File: src/rtl/hbs_pkg.sv
// Purpose: Shared constants for the hub boot stage sequencer
// Assumes: 10 MHz system clock
// Notes: Byte addresses on the AXI4-Lite slave; the done register sits at four times its index
package hbs_pkg;
  localparam logic [9:0] HBS_ADDR_CTRL = 10'h000;
  localparam logic [9:0] HBS_ADDR_STAT = 10'h004;
  localparam logic [9:0] HBS_ADDR_SUSP = 10'h008;
  localparam logic [9:0] HBS_ADDR_VCMD = 10'h00C;
  // The completion register is known by its index; its byte address is four times that
  localparam logic [7:0] HBS_IDX_DONE = 8'hFF;
  localparam logic [9:0] HBS_ADDR_DONE = {HBS_IDX_DONE, 2'h0};
  localparam logic [1:0] HBS_RESP_OKAY = 2'h0;
  localparam logic [1:0] HBS_RESP_SLVERR = 2'h2;
  // Control register fields
  localparam int HBS_CTRL_CHG_EN = 0;
  localparam int HBS_CTRL_SOFT_DISC = 1;
  localparam int HBS_CTRL_VCMD_EN = 2;
  localparam logic [2:0] HBS_CTRL_RESET = 3'h5;
  // Vendor command codes
  localparam logic [2:0] HBS_VCMD_EC_ON = 3'h1;
  localparam logic [2:0] HBS_VCMD_EC_OFF = 3'h2;
  localparam logic [2:0] HBS_VCMD_SR_ON = 3'h3;
  localparam logic [2:0] HBS_VCMD_SR_OFF = 3'h4;
  localparam logic [2:0] HBS_VCMD_RESET = 3'h5;
  // Configuration methods
  localparam logic [2:0] HBS_CFG_SELF = 3'h0;
  localparam logic [2:0] HBS_CFG_BUS = 3'h1;
  localparam logic [2:0] HBS_CFG_EEPROM = 3'h2;
  localparam logic [2:0] HBS_CFG_SMBUS = 3'h3;
  localparam logic [2:0] HBS_CFG_INVALID = 3'h4;
  // Hardware init settle time
  localparam int HBS_HARD_INIT_NS = 1000;
  localparam int HBS_CLK_NS = 100;
  localparam logic [7:0] HBS_HARD_INIT_CYC =
    8'((HBS_HARD_INIT_NS + HBS_CLK_NS - 1) / HBS_CLK_NS);
  typedef enum logic [9:0] {
    HBS_ST_STANDBY = 10'h001,
    HBS_ST_HARD_INIT = 10'h002,
    HBS_ST_FW_INIT = 10'h004,
    HBS_ST_SOC_CFG = 10'h008,
    HBS_ST_CONFIG = 10'h010,
    HBS_ST_IDLE = 10'h020,
    HBS_ST_CHG_DET = 10'h040,
    HBS_ST_CONNECT = 10'h080,
    HBS_ST_NORMAL = 10'h100,
    HBS_ST_HALT = 10'h200
  } hbs_state_t;
endpackage

File: src/rtl/hbs_sequencer.sv
// Purpose: Boot and operating stage sequencer of a USB hub controller
// Assumes: Pins synchronous to i_clk; i_rst_b is the chip reset
// Notes: Stage flow, strap decode and a host register slave
`timescale 1ns/1ns
`default_nettype none
module hbs_sequencer (
  input wire logic i_clk,
  input wire logic i_rst_b,
  // AXI4-Lite slave (the host configuration path)
  input wire logic [9:0] i_awaddr,
  input wire logic i_awvalid,
  output logic o_awready,
  input wire logic [31:0] i_wdata,
  input wire logic [3:0] i_wstrb,
  input wire logic i_wvalid,
  output logic o_wready,
  output logic [1:0] o_bresp,
  output logic o_bvalid,
  input wire logic i_bready,
  input wire logic [9:0] i_araddr,
  input wire logic i_arvalid,
  output logic o_arready,
  output logic [31:0] o_rdata,
  output logic [1:0] o_rresp,
  output logic o_rvalid,
  input wire logic i_rready,
  // Pins and status
  input wire logic i_reference_clock_in,
  input wire logic i_pll_locked,
  input wire logic [1:0] i_cfg_sel,
  input wire logic i_sda_in,
  input wire logic i_scl_in,
  input wire logic i_vbus,
  input wire logic i_usb_suspend,
  input wire logic i_eeprom_done,
  input wire logic i_chg_done,
  input wire logic [2:0] i_config_default,
  input wire logic [2:0] i_config_otp,
  output logic o_bus_probe_oe_b,
  output logic o_strap_oe_b,
  output logic o_reg12_en,
  output logic o_pll_en,
  output logic o_core_rst_b,
  output logic o_eeprom_load,
  output logic o_chg_start,
  output logic o_hub_connect,
  output logic o_normal,
  output logic o_self_powered,
  output logic o_straps_used,
  output logic o_smbus_en,
  output logic [2:0] o_config,
  output logic o_ec_en,
  output logic o_special_resume,
  output logic o_hub_reset
);
  import hbs_pkg::*;

  // Every register of the block lives in this one struct
  typedef struct packed {
    hbs_state_t state;
    logic [7:0] cnt;
    logic [2:0] method;
    logic [2:0] ctrl;
    logic [2:0] host_cfg;
    logic [2:0] cfg_mask;
    logic [2:0] merged;
    logic susp_keep;
    logic ec_en;
    logic sres_en;
    logic hub_rst;
    logic chg_go;
    logic eep_go;
    logic probe;
    logic aw_got;
    logic w_got;
    logic [9:0] aw;
    logic [31:0] wd;
    logic [3:0] ws;
    logic bvalid;
    logic [1:0] bresp;
    logic rvalid;
    logic [31:0] rdata;
    logic [1:0] rresp;
  } hbs_regs_t;

  hbs_regs_t r_reg;
  hbs_regs_t r_next;
  logic smbus_ok;
  logic wr_fire;
  logic bus_seen;

  // SMBus answers only once digital logic is stable, and in suspend only while susp_keep is set
  always_comb begin
    smbus_ok = 1'b1;
    if (r_reg.state == HBS_ST_STANDBY || r_reg.state == HBS_ST_HARD_INIT) begin
      smbus_ok = 1'b0;
    end
    if (i_usb_suspend && !r_reg.susp_keep) begin
      smbus_ok = 1'b0;
    end
  end

  // External pull-ups overpower the weak probe pull-downs on both lines
  assign bus_seen = r_reg.probe && i_sda_in && i_scl_in;
  // A write commits once both halves are held and the last answer is gone
  assign wr_fire = r_reg.aw_got && r_reg.w_got && !r_reg.bvalid;

  always_comb begin
    r_next = r_reg;
    // One-cycle pulses fall back unless re-armed below
    r_next.chg_go = 1'b0;
    r_next.eep_go = 1'b0;
    r_next.hub_rst = 1'b0;
    // Address and data are taken independently, held until the response
    if (i_awvalid && !r_reg.aw_got) begin
      r_next.aw_got = 1'b1;
      r_next.aw = i_awaddr;
    end
    if (i_wvalid && !r_reg.w_got) begin
      r_next.w_got = 1'b1;
      r_next.wd = i_wdata;
      r_next.ws = i_wstrb;
    end
    if (r_reg.bvalid && i_bready) begin
      r_next.bvalid = 1'b0;
    end
    if (r_reg.rvalid && i_rready) begin
      r_next.rvalid = 1'b0;
    end
    if (wr_fire) begin
      r_next.aw_got = 1'b0;
      r_next.w_got = 1'b0;
      r_next.bvalid = 1'b1;
      r_next.bresp = HBS_RESP_OKAY;
      if (!smbus_ok) begin
        r_next.bresp = HBS_RESP_SLVERR;
      end else if (r_reg.ws[0]) begin
        case (r_reg.aw)
          HBS_ADDR_CTRL: begin
            r_next.ctrl = r_reg.wd[2:0];
          end
          HBS_ADDR_SUSP: begin
            r_next.susp_keep = r_reg.wd[0];
          end
          HBS_ADDR_VCMD: begin
            // Vendor commands gated by an enable that defaults on
            if (r_reg.ctrl[HBS_CTRL_VCMD_EN]) begin
              case (r_reg.wd[2:0])
                HBS_VCMD_EC_ON: r_next.ec_en = 1'b1;
                HBS_VCMD_EC_OFF: r_next.ec_en = 1'b0;
                HBS_VCMD_SR_ON: r_next.sres_en = 1'b1;
                HBS_VCMD_SR_OFF: r_next.sres_en = 1'b0;
                HBS_VCMD_RESET: r_next.hub_rst = 1'b1;
                default: r_next.bresp = HBS_RESP_SLVERR;
              endcase
            end
          end
          HBS_ADDR_DONE: begin
            // Host settings ride with the completion write
            r_next.host_cfg = r_reg.wd[2:0];
            r_next.cfg_mask = r_reg.wd[10:8];
            if (r_reg.state == HBS_ST_SOC_CFG) begin
              r_next.state = HBS_ST_CONFIG;
            end
          end
          default: begin
            if (r_reg.aw != HBS_ADDR_STAT) begin
              r_next.bresp = HBS_RESP_SLVERR;
            end
          end
        endcase
      end
    end
    // Reads
    // A read answers one cycle after it is taken; arready stays low meanwhile
    if (i_arvalid && !r_reg.rvalid) begin
      r_next.rvalid = 1'b1;
      r_next.rresp = HBS_RESP_OKAY;
      r_next.rdata = 32'h0;
      if (!smbus_ok) begin
        r_next.rresp = HBS_RESP_SLVERR;
      end else begin
        case (i_araddr)
          HBS_ADDR_CTRL: r_next.rdata = {29'h0, r_reg.ctrl};
          HBS_ADDR_STAT: r_next.rdata = {13'h0, r_reg.merged, 3'h0, r_reg.method,
                                         r_reg.state};
          HBS_ADDR_SUSP: r_next.rdata = {31'h0, r_reg.susp_keep};
          HBS_ADDR_VCMD: r_next.rdata = {30'h0, r_reg.sres_en, r_reg.ec_en};
          default: r_next.rresp = HBS_RESP_SLVERR;
        endcase
      end
    end
    // Stage sequencing
    case (r_reg.state)
      HBS_ST_STANDBY: begin
        // Regulator and PLL come up as soon as reset lets go
        r_next.state = HBS_ST_HARD_INIT;
        r_next.cnt = 8'h0;
      end
      HBS_ST_HARD_INIT: begin
        // The settle count saturates, so a missing reference clock just parks here
        if (r_reg.cnt < HBS_HARD_INIT_CYC) begin
          r_next.cnt = r_reg.cnt + 8'h1;
        end
        if (r_reg.cnt == 8'h1) begin
          // Straps settled while undriven; latch once, after release
          case ({i_sda_in, i_cfg_sel})
            3'h0, 3'h4: r_next.method = HBS_CFG_SELF;
            3'h2, 3'h6: r_next.method = HBS_CFG_BUS;
            3'h7: r_next.method = HBS_CFG_EEPROM;
            3'h5: r_next.method = HBS_CFG_SMBUS;
            default: r_next.method = HBS_CFG_INVALID;
          endcase
        end
        if (r_reg.cnt >= HBS_HARD_INIT_CYC && i_reference_clock_in && i_pll_locked) begin
          r_next.state = HBS_ST_FW_INIT;
        end
      end
      HBS_ST_FW_INIT: begin
        case (r_reg.method)
          HBS_CFG_EEPROM: begin
            r_next.state = HBS_ST_CONFIG;
            r_next.eep_go = 1'b1;
          end
          HBS_CFG_INVALID: r_next.state = HBS_ST_HALT;
          default: begin
            // Weak pull-downs for one cycle; strong host pull-ups still read high
            r_next.probe = 1'b1;
            if (bus_seen) begin
              r_next.state = HBS_ST_SOC_CFG;
              r_next.probe = 1'b0;
            end else if (r_reg.probe) begin
              r_next.state = HBS_ST_CONFIG;
              r_next.probe = 1'b0;
            end
          end
        endcase
      end
      HBS_ST_SOC_CFG: begin
        // No limit here: only the host's completion write moves on
        r_next.cnt = 8'h0;
      end
      HBS_ST_CONFIG: begin
        // Host bits override defaults where masked, OTP bits set on top
        if (r_reg.method != HBS_CFG_EEPROM || i_eeprom_done) begin
          r_next.merged = (i_config_default & ~r_reg.cfg_mask) |
                          (r_reg.host_cfg & r_reg.cfg_mask) | i_config_otp;
          r_next.state = HBS_ST_IDLE;
        end
      end
      HBS_ST_IDLE: begin
        // Idle stands in for suspend until VBUS shows up
        if (i_vbus) begin
          r_next.state = r_reg.ctrl[HBS_CTRL_CHG_EN] ? HBS_ST_CHG_DET : HBS_ST_CONNECT;
          r_next.chg_go = r_reg.ctrl[HBS_CTRL_CHG_EN];
        end
      end
      HBS_ST_CHG_DET: begin
        // Clearing the enable mid-detection drops straight to connect
        if (!r_reg.ctrl[HBS_CTRL_CHG_EN] || i_chg_done) begin
          r_next.state = HBS_ST_CONNECT;
        end
      end
      HBS_ST_CONNECT: begin
        if (!r_reg.ctrl[HBS_CTRL_SOFT_DISC]) begin
          r_next.state = HBS_ST_NORMAL;
        end
      end
      HBS_ST_NORMAL: begin
        if (r_reg.ctrl[HBS_CTRL_SOFT_DISC]) begin
          r_next.state = HBS_ST_CONNECT;
        end
      end
      HBS_ST_HALT: begin
        // A bad selection parks here until the next chip reset
        r_next.state = HBS_ST_HALT;
      end
      default: r_next.state = HBS_ST_STANDBY;
    endcase
  end

  // Whole state resets while reset is low: zeros, except state to standby and ctrl to HBS_CTRL_RESET
  always_ff @(posedge i_clk or negedge i_rst_b) begin
    if (!i_rst_b) begin
      r_reg <= '0;
      r_reg.state <= HBS_ST_STANDBY;
      r_reg.ctrl <= HBS_CTRL_RESET;
    end else begin
      r_reg <= r_next;
    end
  end

  // Output decode
  // Readies are inverted registered flags, so a taken request drops them in the next cycle
  assign o_awready = !r_reg.aw_got;
  assign o_wready = !r_reg.w_got;
  assign o_bvalid = r_reg.bvalid;
  assign o_bresp = r_reg.bresp;
  assign o_arready = !r_reg.rvalid;
  assign o_rvalid = r_reg.rvalid;
  assign o_rdata = r_reg.rdata;
  assign o_rresp = r_reg.rresp;
  assign o_reg12_en = r_reg.state != HBS_ST_STANDBY;
  assign o_pll_en = r_reg.state != HBS_ST_STANDBY;
  assign o_core_rst_b = !(r_reg.state == HBS_ST_STANDBY || r_reg.state == HBS_ST_HARD_INIT);
  assign o_strap_oe_b = r_reg.state == HBS_ST_STANDBY || r_reg.state == HBS_ST_HARD_INIT;
  assign o_bus_probe_oe_b = !r_reg.probe;
  assign o_eeprom_load = r_reg.eep_go;
  assign o_chg_start = r_reg.chg_go;
  assign o_hub_connect = r_reg.state == HBS_ST_CONNECT;
  assign o_normal = r_reg.state == HBS_ST_NORMAL;
  assign o_self_powered = r_reg.method == HBS_CFG_SELF;
  assign o_straps_used = r_reg.method == HBS_CFG_SELF || r_reg.method == HBS_CFG_BUS;
  assign o_smbus_en = smbus_ok;
  assign o_config = r_reg.merged;
  assign o_ec_en = r_reg.ec_en;
  assign o_special_resume = r_reg.sres_en;
  assign o_hub_reset = r_reg.hub_rst;
endmodule
`default_nettype wire

File: config.mk
export PLATFORM = sky130hd
export DESIGN_NAME = hbs_sequencer
export DESIGN_NICKNAME = d
export VERILOG_FILES = /design/src/rtl/hbs_pkg.sv /design/src/rtl/hbs_sequencer.sv
export SDC_FILE = /design/constraint.sdc
export NUM_CORES = 1
export LEC_CHECK = 0
export BUFFER_PORTS_ARGS = -buffer_cell sky130_fd_sc_hd__buf_2
export CAP_MARGIN = 25
export CORE_ASPECT_RATIO = 1.1
export CORE_MARGIN = 2
export CORE_UTILIZATION = 46
export DETAILED_ROUTE_END_ITERATION = 10
export PLACE_DENSITY = 0.77
export REMOVE_ABC_BUFFERS = 1
export SYNTH_ARGS = -nofsm -noshare
export SYNTH_HDL_FRONTEND = slang
export SYNTH_SLANG_ARGS = --single-unit
File: constraint.sdc
create_clock -name i_clk -period 1.97 [get_ports i_clk]
set_clock_uncertainty 0.05 [all_clocks]
set_input_delay 0 -clock i_clk [delete_from_list [all_inputs] [get_ports i_clk]]
set_output_delay 0 -clock i_clk [all_outputs]
set_load 0.05 [all_outputs]
==> results.md, run 1 <==
- Vias in the first global route: 3455
- R2R Path Start: r_reg[75]
- Crit path largest cell delay: 560 ps
- Io pins: 138
- Drt wl/cell: 15.9 um
- Area post-placement: 4770 sq um
- Worst Hold Class: input port to flip-flop
- First-pass GRT wire length: 16.4 mm
- Seq/Total Area, Yosys: 47.0%
- Crit path kind: flip-flop to flip-flop
- ANT cells: 0
- Min-Delay Startpoint: i_config_default[2]
- Pre-antenna DRT Iters: 4
- PnR worst setup slack: -74.6 ps
- FF-to-FF End: r_reg[103]
- Worst EP required: 2140 ps
- GRT Residual Overflow: 0
- Yosys cell types: 61
- Post-synth EDFFs: 0
- WHS Endpoint: o_config[2]
- Leakage: 0.00265 uW
- Failing checks: negative setup slack
- Number of cells on the worst hold path: 4
- All-Layer GR Usage: 20.8%
- Yosys warning count: 0
- Post-route ant nets: 0
- Post-Syn Instances: 400
- Die X: 95.2 um
- Die Height: 104 um
- RSZ-0062 raised after global routing: yes
- HPWL after detailed placement: 7.19 mm
- Crit end category: flip-flop
- PwrDens: 1150 nW/um^2
- Max-cap viol count: 0
- Clk Latency, worst-skew pair: 350 ps
- R2r setup slk: -70 ps
- Rows: 36
- Core area: 8870 sq um
- Synthesis-to-layout area growth: 30.9%
- CTS tree: built
- Cell breakdown of the critical path: or4_4, nor2_4, nand3b_1, nor3_4, mux2_4
- Initial antenna violation count: 0
- Critical Path Slowest Stage Cell: or4_4
- Utilization after layout: 62.2%
- Minimum clock period: 2040 ps
- Startpoint types: flip-flop
- Critical path origin: r_reg[75]
- # fillers: 704
- Initial drt markers: 270
- Syn Area/Cell: 10.5 sq um
- CTS buffer count: 9
- GPL Wtd Cong: 0.867
- Vias: 3466
- Die area: 9940 sq um
- Initial Util: 47.5%
- Share of cells above drive strength 1: 38.3%
- Tcrit/Tclk final: 104%
- Nets: 611
- Yosys reg bits: 79
- Synth top area cells: dfrtp_1 (45%), buf_4 (7.3%), mux2_2 (7.2%)
- H-tree depth: 3
- Seq. cell area: 1980 sq um
- Drt drc: 0
- Fmax: 0.489 GHz
- Final setup fails: 4
- Synth area leader: dfrtp_1
- CTS root buf: clkbuf_8
- Top cell type's share of synthesized area: 45.1%
- Top FF cell, synth: dfrtp_1
- Fin. Hold Viols: 0
- Final Cell Area: 5520 sq um
- Clk sink count: 79
- Final Max Slew Viols: 0
- Status: complete, but fails checks
- Worst reg2reg path depth: 5
- Port buffer count: 90
- Arrival @ worst endpoint: 2220 ps
- Multi-input logic area: 1970 sq um
- Post-Route WL: 10.3 mm
- Vias/cell: 5.36
- Largest register FFs: 51
- Mapped cell area: 4210 sq um
- Clock buffer depth: 2
- Pin count of the biggest net entering global routing: 30
- Ys async rst share: 100%
- Largest fanout on the critical path: 3
- Reg clk slew, reported paths: 90 ps
- Final hold slack: 20.2 ps
- VDD IR max: 1160 uV
## power by group
part | total, uW | switching [uW] | leakage (uW) | internal (uW)
Combinational | 2620 | 1580 | 0.00150 | 1050
Sequential | 2240 | 316 | 0.00103 | 1930
Clock | 1460 | 592 | 0.000119 | 872
Total | 6330 | 2490 | 0.00265 | 3850
## final cells by class
type / count / area share, %
clock buffers: 10 / 2.49
clock inverters: 5 / 1.93
well taps: 114 / 2.59
multi-input cells: 262 / 35.8
repair buffers: 160 / 20.1
inverters: 17 / 1.16
flip-flops and latches: 79 / 35.9
## kinds of logic (layout without fill, tap and decap cells)
group	after synthesis	in the layout	synth area share, %
AOI/OAI and AO/OA	69	69	11.4
xor gates and xnor gates	6	6	1.25
adders and majority gates	3	3	0.891
buffers and inverters	76	192	10.9
DFF	79	79	47.0
muxes	32	32	8.73
other	1	18	0.0890
and+or+nand+nor	134	134	19.7
## how the worst max path moves through the flow
stage,endpoint,slack (ps),cells past startpoint
final,r_reg[103],-70,5
after global routing,r_reg[103],-140,5
after CTS,r_reg[92],-60,5
after detailed placement,r_reg[119],-170,5
after global placement,r_reg[119],-100,5
after floorplan,r_reg[103],-450,5
## synth_stat cells, drive strengths merged (4+ instances only)
library cell  number
a21oi             12
a22o              13
buf               48
clkbuf            11
dfrtp             76
inv               17
mux2              28
nand2             17
nand3             13
nand4              7
nor2              21
nor2b             11
nor3              18
nor3b              6
nor4               8
nor4b              6
o21ai             17
or3                5
or4                7
xnor2              4
## metal layers
| metal | vias up | wire length (um) | global-route usage (%) |
|---|---|---|---|
| met5 | - | 0 | 0 |
| met4 | 0 | 115 | 4.76 |
| met3 | 10 | 539 | 4.93 |
| met2 | 118 | 5310 | 35.8 |
| met1 | 1681 | 4290 | 26.1 |
| li1 | 1657 | - | - |
## critical path: cells and delay by family, from the launching register on
family        cells  cell delay (ps)
simple gates      4             1120
flops             1              410
mux               1              340
## placed cells by master, fill, tap and decap left out, types with 3 or more instances in the layout
master | synthesis | routed
or4_1 | 7 | 3
nor3b_1 | 5 | 3
ha_1 | 3 | 3
or3_1 | 4 | 3
buf_6 | 2 | 6
a21oi_1 | 12 | 11
nor2_1 | 20 | 18
nand2_1 | 17 | 16
mux2_4 | 0 | 3
nor2b_1 | 11 | 11
bufinv_16 | 0 | 3
nand2b_1 | 3 | 3
a31oi_1 | 3 | 3
dlygate4sd3_1 | 0 | 30
xnor2_1 | 4 | 4
mux2_2 | 27 | 24
nand4_1 | 7 | 7
a22o_1 | 13 | 13
o21ai_0 | 17 | 16
buf_4 | 41 | 39
nor4_1 | 4 | 3
nand3_1 | 13 | 12
or4_4 | 0 | 4
buf_2 | 5 | 83
inv_1 | 17 | 16
dfstp_2 | 3 | 3
mux2i_1 | 3 | 3
nor4b_1 | 6 | 5
nor3b_2 | 1 | 3
o31ai_1 | 3 | 3
nor4_4 | 3 | 3
nor3_1 | 17 | 16
a211oi_1 | 3 | 3
dfrtp_1 | 76 | 76
clkbuf_8 | 0 | 10
conb_1 | 1 | 18
## stage by stage
stage               setup TNS (ps)  setup slack [ps]  total power (uW)  cells
floorplan                    -7230              -453              3800    358
global placement              -141             -97.7              4520    599
detailed placement            -624              -166              4570    599
CTS                           -389             -56.8              6170    647
global route                 -1210              -137              6660    647
finish                        -151             -74.6              6330    647
## timing repair
item,4_1_cts,5_1_grt
setup buffers,3,0
pin swaps,4,10
hold buffers,30,0
hold endpoints to repair,106,0
resized for setup,17,28
setup endpoints to repair,28,29
No activity file was read; power rests on OpenSTA's default activity.
==> run 2, diff against run 1 <==
--- a/config.mk
+++ b/config.mk
@@ -9,9 +9,9 @@
 export CAP_MARGIN = 25
 export CORE_ASPECT_RATIO = 1.1
 export CORE_MARGIN = 2
-export CORE_UTILIZATION = 46
+export CORE_UTILIZATION = 45
 export DETAILED_ROUTE_END_ITERATION = 10
-export PLACE_DENSITY = 0.77
+export PLACE_DENSITY = 0.75
 export REMOVE_ABC_BUFFERS = 1
 export SYNTH_ARGS = -nofsm -noshare
 export SYNTH_HDL_FRONTEND = slang
==> run 2 against run 1 <==
The flow still finishes with violations (negative setup slack). Register-to-register slack better by 50 ps. Flip-flop and latch count stayed put. Worst setup slack gained 49 ps. Global-route usage grew 0.27 points. Clock power is 23% lower. Design area decreased by 0.14%. Hold slack got worse by 7.1 ps. Die area is 2.1% higher. Fmax rose by 2.4%. Critical path type unchanged. Largest cell class is now multi-input gates. Highest routed layer unchanged.
==> results.md, run 2 (synthesis results as in run 1) <==
- Most common library cell in the layout ignoring fill and taps: buf_2 (unchanged)
- Leakage: 0.00265 uW (about the same)
- Final Max Slew Viols: 0 (unchanged)
- Share of cells above drive strength 1: 37.8% (was 38.3%)
- Largest register FFs: 51 (unchanged)
- PwrDens: 1080 nW/um^2 (was 1150 nW/um^2)
- CTS root buf: clkbuf_8 (unchanged)
- Nets: 616 (was 611)
- CTS tree: built (unchanged)
- Final Cell Area: 5510 sq um (was 5520 sq um)
- Clk Latency, worst-skew pair: 350 ps (about the same)
- VDD IR max: 1460 uV (was 1160 uV)
- Worst reg2reg path depth: 5 (unchanged)
- Final hold slack: 13.0 ps (was 20.2 ps)
- Most frequent cells in the layout: buf_2 (84), dfrtp_1 (76), buf_4 (42) (was buf_2 (83), dfrtp_1 (76), buf_4 (39))
- Setup TNS: -251 ps (was -151 ps)
- Area post-placement: 4790 sq um (was 4770 sq um)
- CTS buffer count: 9 (unchanged)
- Clock buffer depth: 2 (unchanged)
- Pre-antenna DRT Iters: 5 (was 4)
- WHS Endpoint: o_config[2] (unchanged)
- Drt drc: 0 (unchanged)
- # fillers: 767 (was 704)
- HPWL after detailed placement: 7.10 mm (was 7.19 mm)
- All-Layer GR Usage: 21.1% (was 20.8%)
- Crit path largest cell delay: 550 ps (was 560 ps)
- Clock power share: 18.8% (was 23.1%)
- R2r setup slk: -30 ps (was -70 ps)
- Final setup fails: 16 (was 4)
- Crit end category: flip-flop (unchanged)
- Vias in the first global route: 3562 (was 3455)
- R2R Path Start: r_reg[81] (was r_reg[75])
- Post-Route WL: 10.1 mm (was 10.3 mm)
- Arrival @ worst endpoint: 2180 ps (was 2220 ps)
- Initial drt markers: 194 (was 270)
- Slew @ Worst Pin: 582 ps
- Failing checks: negative setup slack (unchanged)
- GRT Residual Overflow: 0 (unchanged)
- Clk sink count: 79 (unchanged)
- Minimum clock period: 2000 ps (was 2040 ps)
- FF-to-FF End: r_reg[103] (unchanged)
- Pin count of the biggest net entering global routing: 46 (was 30)
- Tcrit/Tclk final: 101% (was 104%)
- Pre-CTS WS: -151 ps (was -166 ps)
- Io pins: 138 (unchanged)
- Switching Share: 42.0% (was 39.3%)
- Die area: 10200 sq um (was 9940 sq um)
- Reg clk slew, reported paths: 80 ps (was 90 ps)
- Worst EP required: 2150 ps (was 2140 ps)
- ANT cells: 0 (unchanged)
- Fmax: 0.501 GHz (was 0.489 GHz)
- Core area: 9210 sq um (was 8870 sq um)
- Cell-internal power: 3460 uW (was 3850 uW)
- H-tree depth: 3 (unchanged)
- Rows: 37 (was 36)
- Port buffer count: 90 (unchanged)
- Number of cells on the worst hold path: 4 (unchanged)
- Cell breakdown of the critical path: or4_4, nor2_4, nand3b_1, nor3_4, mux2_4 (unchanged)
- Crit path kind: flip-flop to flip-flop (unchanged)
- Vias: 3482 (was 3466)
- Post-route ant nets: 0 (unchanged)
- Die X: 96.3 um (was 95.2 um)
- Rel. slew slack: 61.1%
- Sequential share of power: 37.9% (was 35.4%)
- Synthesis-to-layout area growth: 30.8% (was 30.9%)
- First-pass GRT wire length: 16.8 mm (was 16.4 mm)
- Drt wl/cell: 15.4 um (was 15.9 um)
- Min-Delay Startpoint: i_config_default[2] (unchanged)
- RSZ-0062 raised after global routing: yes (unchanged)
- Die Height: 105 um (was 104 um)
- Startpoint types: flip-flop (unchanged)
- Max-cap viol count: 0 (unchanged)
- Largest fanout on the critical path: 3 (unchanged)
- Initial antenna violation count: 0 (unchanged)
- Vias/cell: 5.31 (was 5.36)
- GPL Wtd Cong: 0.850 (was 0.867)
- Fin. Hold Viols: 0 (unchanged)
- Critical Path Slowest Stage Cell: or4_4 (unchanged)
- Net Switching: 2500 uW (was 2490 uW)
- PnR worst setup slack: -26.0 ps (was -74.6 ps)
- Status: complete, but fails checks (unchanged)
- Initial Util: 45.7% (was 47.5%)
- Worst Hold Class: input port to flip-flop (unchanged)
- Logic pwr share: 43.3% (was 41.4%)
## run 2: worst max path at each step
stage / start / to / slack [ps] / depth (start not counted)
2_1_floorplan: r_reg[120] / r_reg[103] / -450 / 5
3_3_place_gp: r_reg[116] / r_reg[119] / -70 / 5
3_5_place_dp: r_reg[82] / r_reg[119] / -150 / 5
4_1_cts: r_reg[75] / r_reg[103] / -60 / 5
5_1_grt: r_reg[81] / r_reg[103] / -90 / 5
6_report: r_reg[81] / r_reg[103] / -30 / 5
## run 2: final cells by class
cell class	count	area, sq um	area share (%)
Sequential cell	79	1980	36.0
Timing Repair Buffer	165	1150	20.9
Clock buffer	12	155	2.82
Multi-Input combinational cell	262	1980	36.0
Tap cell	117	146	2.66
Inverter	17	63.8	1.16
Clock inverter	4	30.0	0.545
## run 2: per-layer routing
layer	global-route usage, %	wire length, um	vias to the layer above
li1	-	-	1667
met1	27.3	4110	1701
met2	34.5	5320	99
met3	3.93	553	15
met4	8.27	149	0
met5	0	0	-
## run 2: metrics by stage
step | total power (uW) | cells | util (%)
after detailed placement | 4580 | 603 | 52.0
after floorplan | 3800 | 358 | -
after CTS | 5850 | 654 | 58.5
after global routing | 6310 | 656 | 59.8
after global placement | 4510 | 603 | 52.0
final | 5950 | 656 | 59.8
## run 2: worst max-delay path: cells and delay by family, from the launching register on
kind          cells  cell delay (ps)
simple gates      4             1090
mux               1              340
flops             1              390
## run 2: repair_timing
| action | in CTS | in global routing |
|---|---|---|
| gates resized for setup | 14 | 26 |
| hold endpoints to repair | 108 | 0 |
| pin swaps | 5 | 9 |
| hold buffers | 33 | 0 |
| setup endpoints to repair | 29 | 38 |
| setup buffers | 2 | 2 |
## run 2: power by group through the flow
stage          sequential [uW]  clock [uW]  combinational (uW)
6_report                  2260        1120                2580
5_1_grt                   2310        1210                2790
4_1_cts                   2230        1160                2460
3_5_place_dp              2260           0                2320
3_3_place_gp              2240           0                2270
2_1_floorplan             2330           0                1470
==> run 3, diff against run 2 <==
--- a/config.mk
+++ b/config.mk
@@ -7,7 +7,6 @@
 export LEC_CHECK = 0
 export BUFFER_PORTS_ARGS = -buffer_cell sky130_fd_sc_hd__buf_2
 export CAP_MARGIN = 25
-export CORE_ASPECT_RATIO = 1.1
 export CORE_MARGIN = 2
 export CORE_UTILIZATION = 45
 export DETAILED_ROUTE_END_ITERATION = 10
==> run 3 against run 2 <==
The flow still finishes with violations (negative setup slack). Routed wire length up 3.1%. Register-to-register slack worse by 40 ps. First-iteration DRC count down 13%. Critical path depth unchanged. Fmax down 1.8%.
==> results.md, run 3 (synthesis results as in run 1) <==
- Status: complete, but fails checks (unchanged)
- Failing checks: negative setup slack (unchanged)
- Rows: 35 (was 37)
- Post-Route WL: 10.4 mm (was 10.1 mm)
- Cell breakdown of the critical path: or4_4, nor2_4, nand3b_1, nor3_4, mux2_4 (unchanged)
- RSZ-0062 raised after global routing: yes (unchanged)
- Critical Path Slowest Stage Cell: or4_4 (unchanged)
- Minimum clock period: 2030 ps (was 2000 ps)
- Reg clk slew, reported paths: 90 ps (was 80 ps)
- Drt wl/cell: 15.9 um (was 15.4 um)
- Cell-internal power: 3660 uW (was 3460 uW)
- Die X: 101 um (was 96.3 um)
- Vias: 3517 (was 3482)
- Leakage: 0.00272 uW (was 0.00265 uW)
- GRT Residual Overflow: 0 (unchanged)
- Pin count of the biggest net entering global routing: 44 (was 46)
- Initial drt markers: 169 (was 194)
- Sequential share of power: 36.3% (was 37.9%)
- Largest register FFs: 51 (unchanged)
- Switching Share: 41.6% (was 42.0%)
- CTS buffer count: 9 (unchanged)
- H-tree depth: 3 (unchanged)
- Pre-CTS WS: -162 ps (was -151 ps)
- Post-route ant nets: 0 (unchanged)
- ANT cells: 0 (unchanged)
- Worst Hold Class: input port to flip-flop (unchanged)
- Port buffer count: 90 (unchanged)
- Most frequent cells in the layout: buf_2 (84), dfrtp_1 (76), buf_4 (48) (was buf_2 (84), dfrtp_1 (76), buf_4 (42))
- R2r setup slk: -60 ps (was -30 ps)
- Startpoint types: flip-flop (unchanged)
- Net Switching: 2610 uW (was 2500 uW)
- Max-cap viol count: 0 (unchanged)
- CTS tree: built (unchanged)
- Die area: 10200 sq um (about the same)
- Initial Util: 46.0% (was 45.7%)
- Met2 Usage GRT: 34.7% (was 34.5%)
- Fmax: 0.492 GHz (was 0.501 GHz)
- Met1 global-route usage: 25.6% (was 27.3%)
- Logic pwr share: 44.0% (was 43.3%)
- Pre-antenna DRT Iters: 4 (was 5)
- PwrDens: 1120 nW/um^2 (was 1080 nW/um^2)
- Arrival @ worst endpoint: 2230 ps (was 2180 ps)
- Crit end category: flip-flop (unchanged)
- Final Max Slew Viols: 0 (unchanged)
- HPWL after detailed placement: 7.11 mm (was 7.10 mm)
- Bufs and invs on worst path: 0 (unchanged)
- Nets: 623 (was 616)
- Die Height: 101 um (was 105 um)
- Fin. Hold Viols: 0 (unchanged)
- Crit path largest cell delay: 560 ps (was 550 ps)
- Clk sink count: 79 (unchanged)
- Clock power share: 19.7% (was 18.8%)
- Initial antenna violation count: 0 (unchanged)
- VDD IR max: 1750 uV (was 1460 uV)
- Synthesis-to-layout area growth: 33.1% (was 30.8%)
- Largest fanout on the critical path: 3 (unchanged)
- Core area: 9150 sq um (was 9210 sq um)
- Vias/cell: 5.35 (was 5.31)
- CTS root buf: clkbuf_8 (unchanged)
- Most common library cell in the layout ignoring fill and taps: buf_2 (unchanged)
- Io pins: 138 (unchanged)
- Crit path max-delay family: simple AND/OR/NAND/NOR gates (unchanged)
- Drt drc: 0 (unchanged)
- Global routing's busiest layer: met2 (unchanged)
- Final setup fails: 18 (was 16)
- GPL Wtd Cong: 0.836 (was 0.850)
- Crit path kind: flip-flop to flip-flop (unchanged)
- Worst EP required: 2170 ps (was 2150 ps)
- Vias in the first global route: 3499 (was 3562)
- M3 GR Usage: 4.79% (was 3.93%)
- PnR worst setup slack: -61.9 ps (was -26.0 ps)
- Clk Latency, worst-skew pair: 360 ps (was 350 ps)
- First-pass GRT wire length: 16.4 mm (was 16.8 mm)
- Share of cells above drive strength 1: 40.5% (was 37.8%)
- Power, Total: 6270 uW (was 5950 uW)
- Clock buffer depth: 2 (unchanged)
- Tcrit/Tclk final: 103% (was 101%)
- All-Layer GR Usage: 20.5% (was 21.1%)
run 3: path summary, 6_finish.rpt:
path,start,to,cells after the start
max,r_reg[82],r_reg[103],5
max in group asynchronous,i_rst_b,r_reg[104],3
max reg2reg,r_reg[82],r_reg[103],5
min reg2reg,o_rdata[7],o_rdata[7],1
min in group asynchronous,i_rst_b,r_reg[52],2
min,i_config_default[1],o_config[1],4
run 3: metal layers:
| layer | routed length [um] | share of wire, % |
|---|---|---|
| met3 | 487 | 4.7 |
| met1 | 4490 | 43 |
| met4 | 223 | 2.1 |
| met2 | 5240 | 50 |
| met5 | 0 | 0 |
run 3: worst min-delay path: cells and delay by family:
family,cells,cell delay (ps)
buffers and inverters,1,70
and+or+nand+nor,1,130
AOI/OAI and AO/OA,2,200
run 3: layout make-up:
| cell class | count | area (sq um) |
|---|---|---|
| clock inverter | 7 | 78.8 |
| sequential | 79 | 1980 |
| inverter | 17 | 63.8 |
| clock buffer | 9 | 124 |
| fill | 721 | 3550 |
| multi-input combinational | 262 | 2010 |
| timing repair buffer | 172 | 1210 |
| tap | 111 | 139 |
run 3: metrics by stage:
stage	instance area (sq um)	std cells	hold slack (ps)	TNS (ps)	util (%)
floorplan	3880	358	-346	-7230	-
global placement	4830	603	-61.7	-149	52.7
detailed placement	4830	603	-57.6	-470	52.7
CTS	5440	651	26.0	-130	59.5
global route	5610	657	50.6	-1750	61.2
finish	5610	657	33.5	-520	61.2
run 3: power groups by stage:
stage	clock (uW)	sequential (uW)	combinational, uW
6_report	1230	2280	2760
5_1_grt	1330	2310	2960
4_1_cts	1260	2240	2500
3_5_place_dp	0	2260	2370
3_3_place_gp	0	2230	2310
2_1_floorplan	0	2330	1470
run 3: repair_timing:
item,CTS,global route
hold endpoints to repair,107,0
pin swaps,1,12
hold buffers,31,0
setup endpoints to repair,26,40
gates cloned,0,0
buffers inserted,1,6
resized for setup,20,31
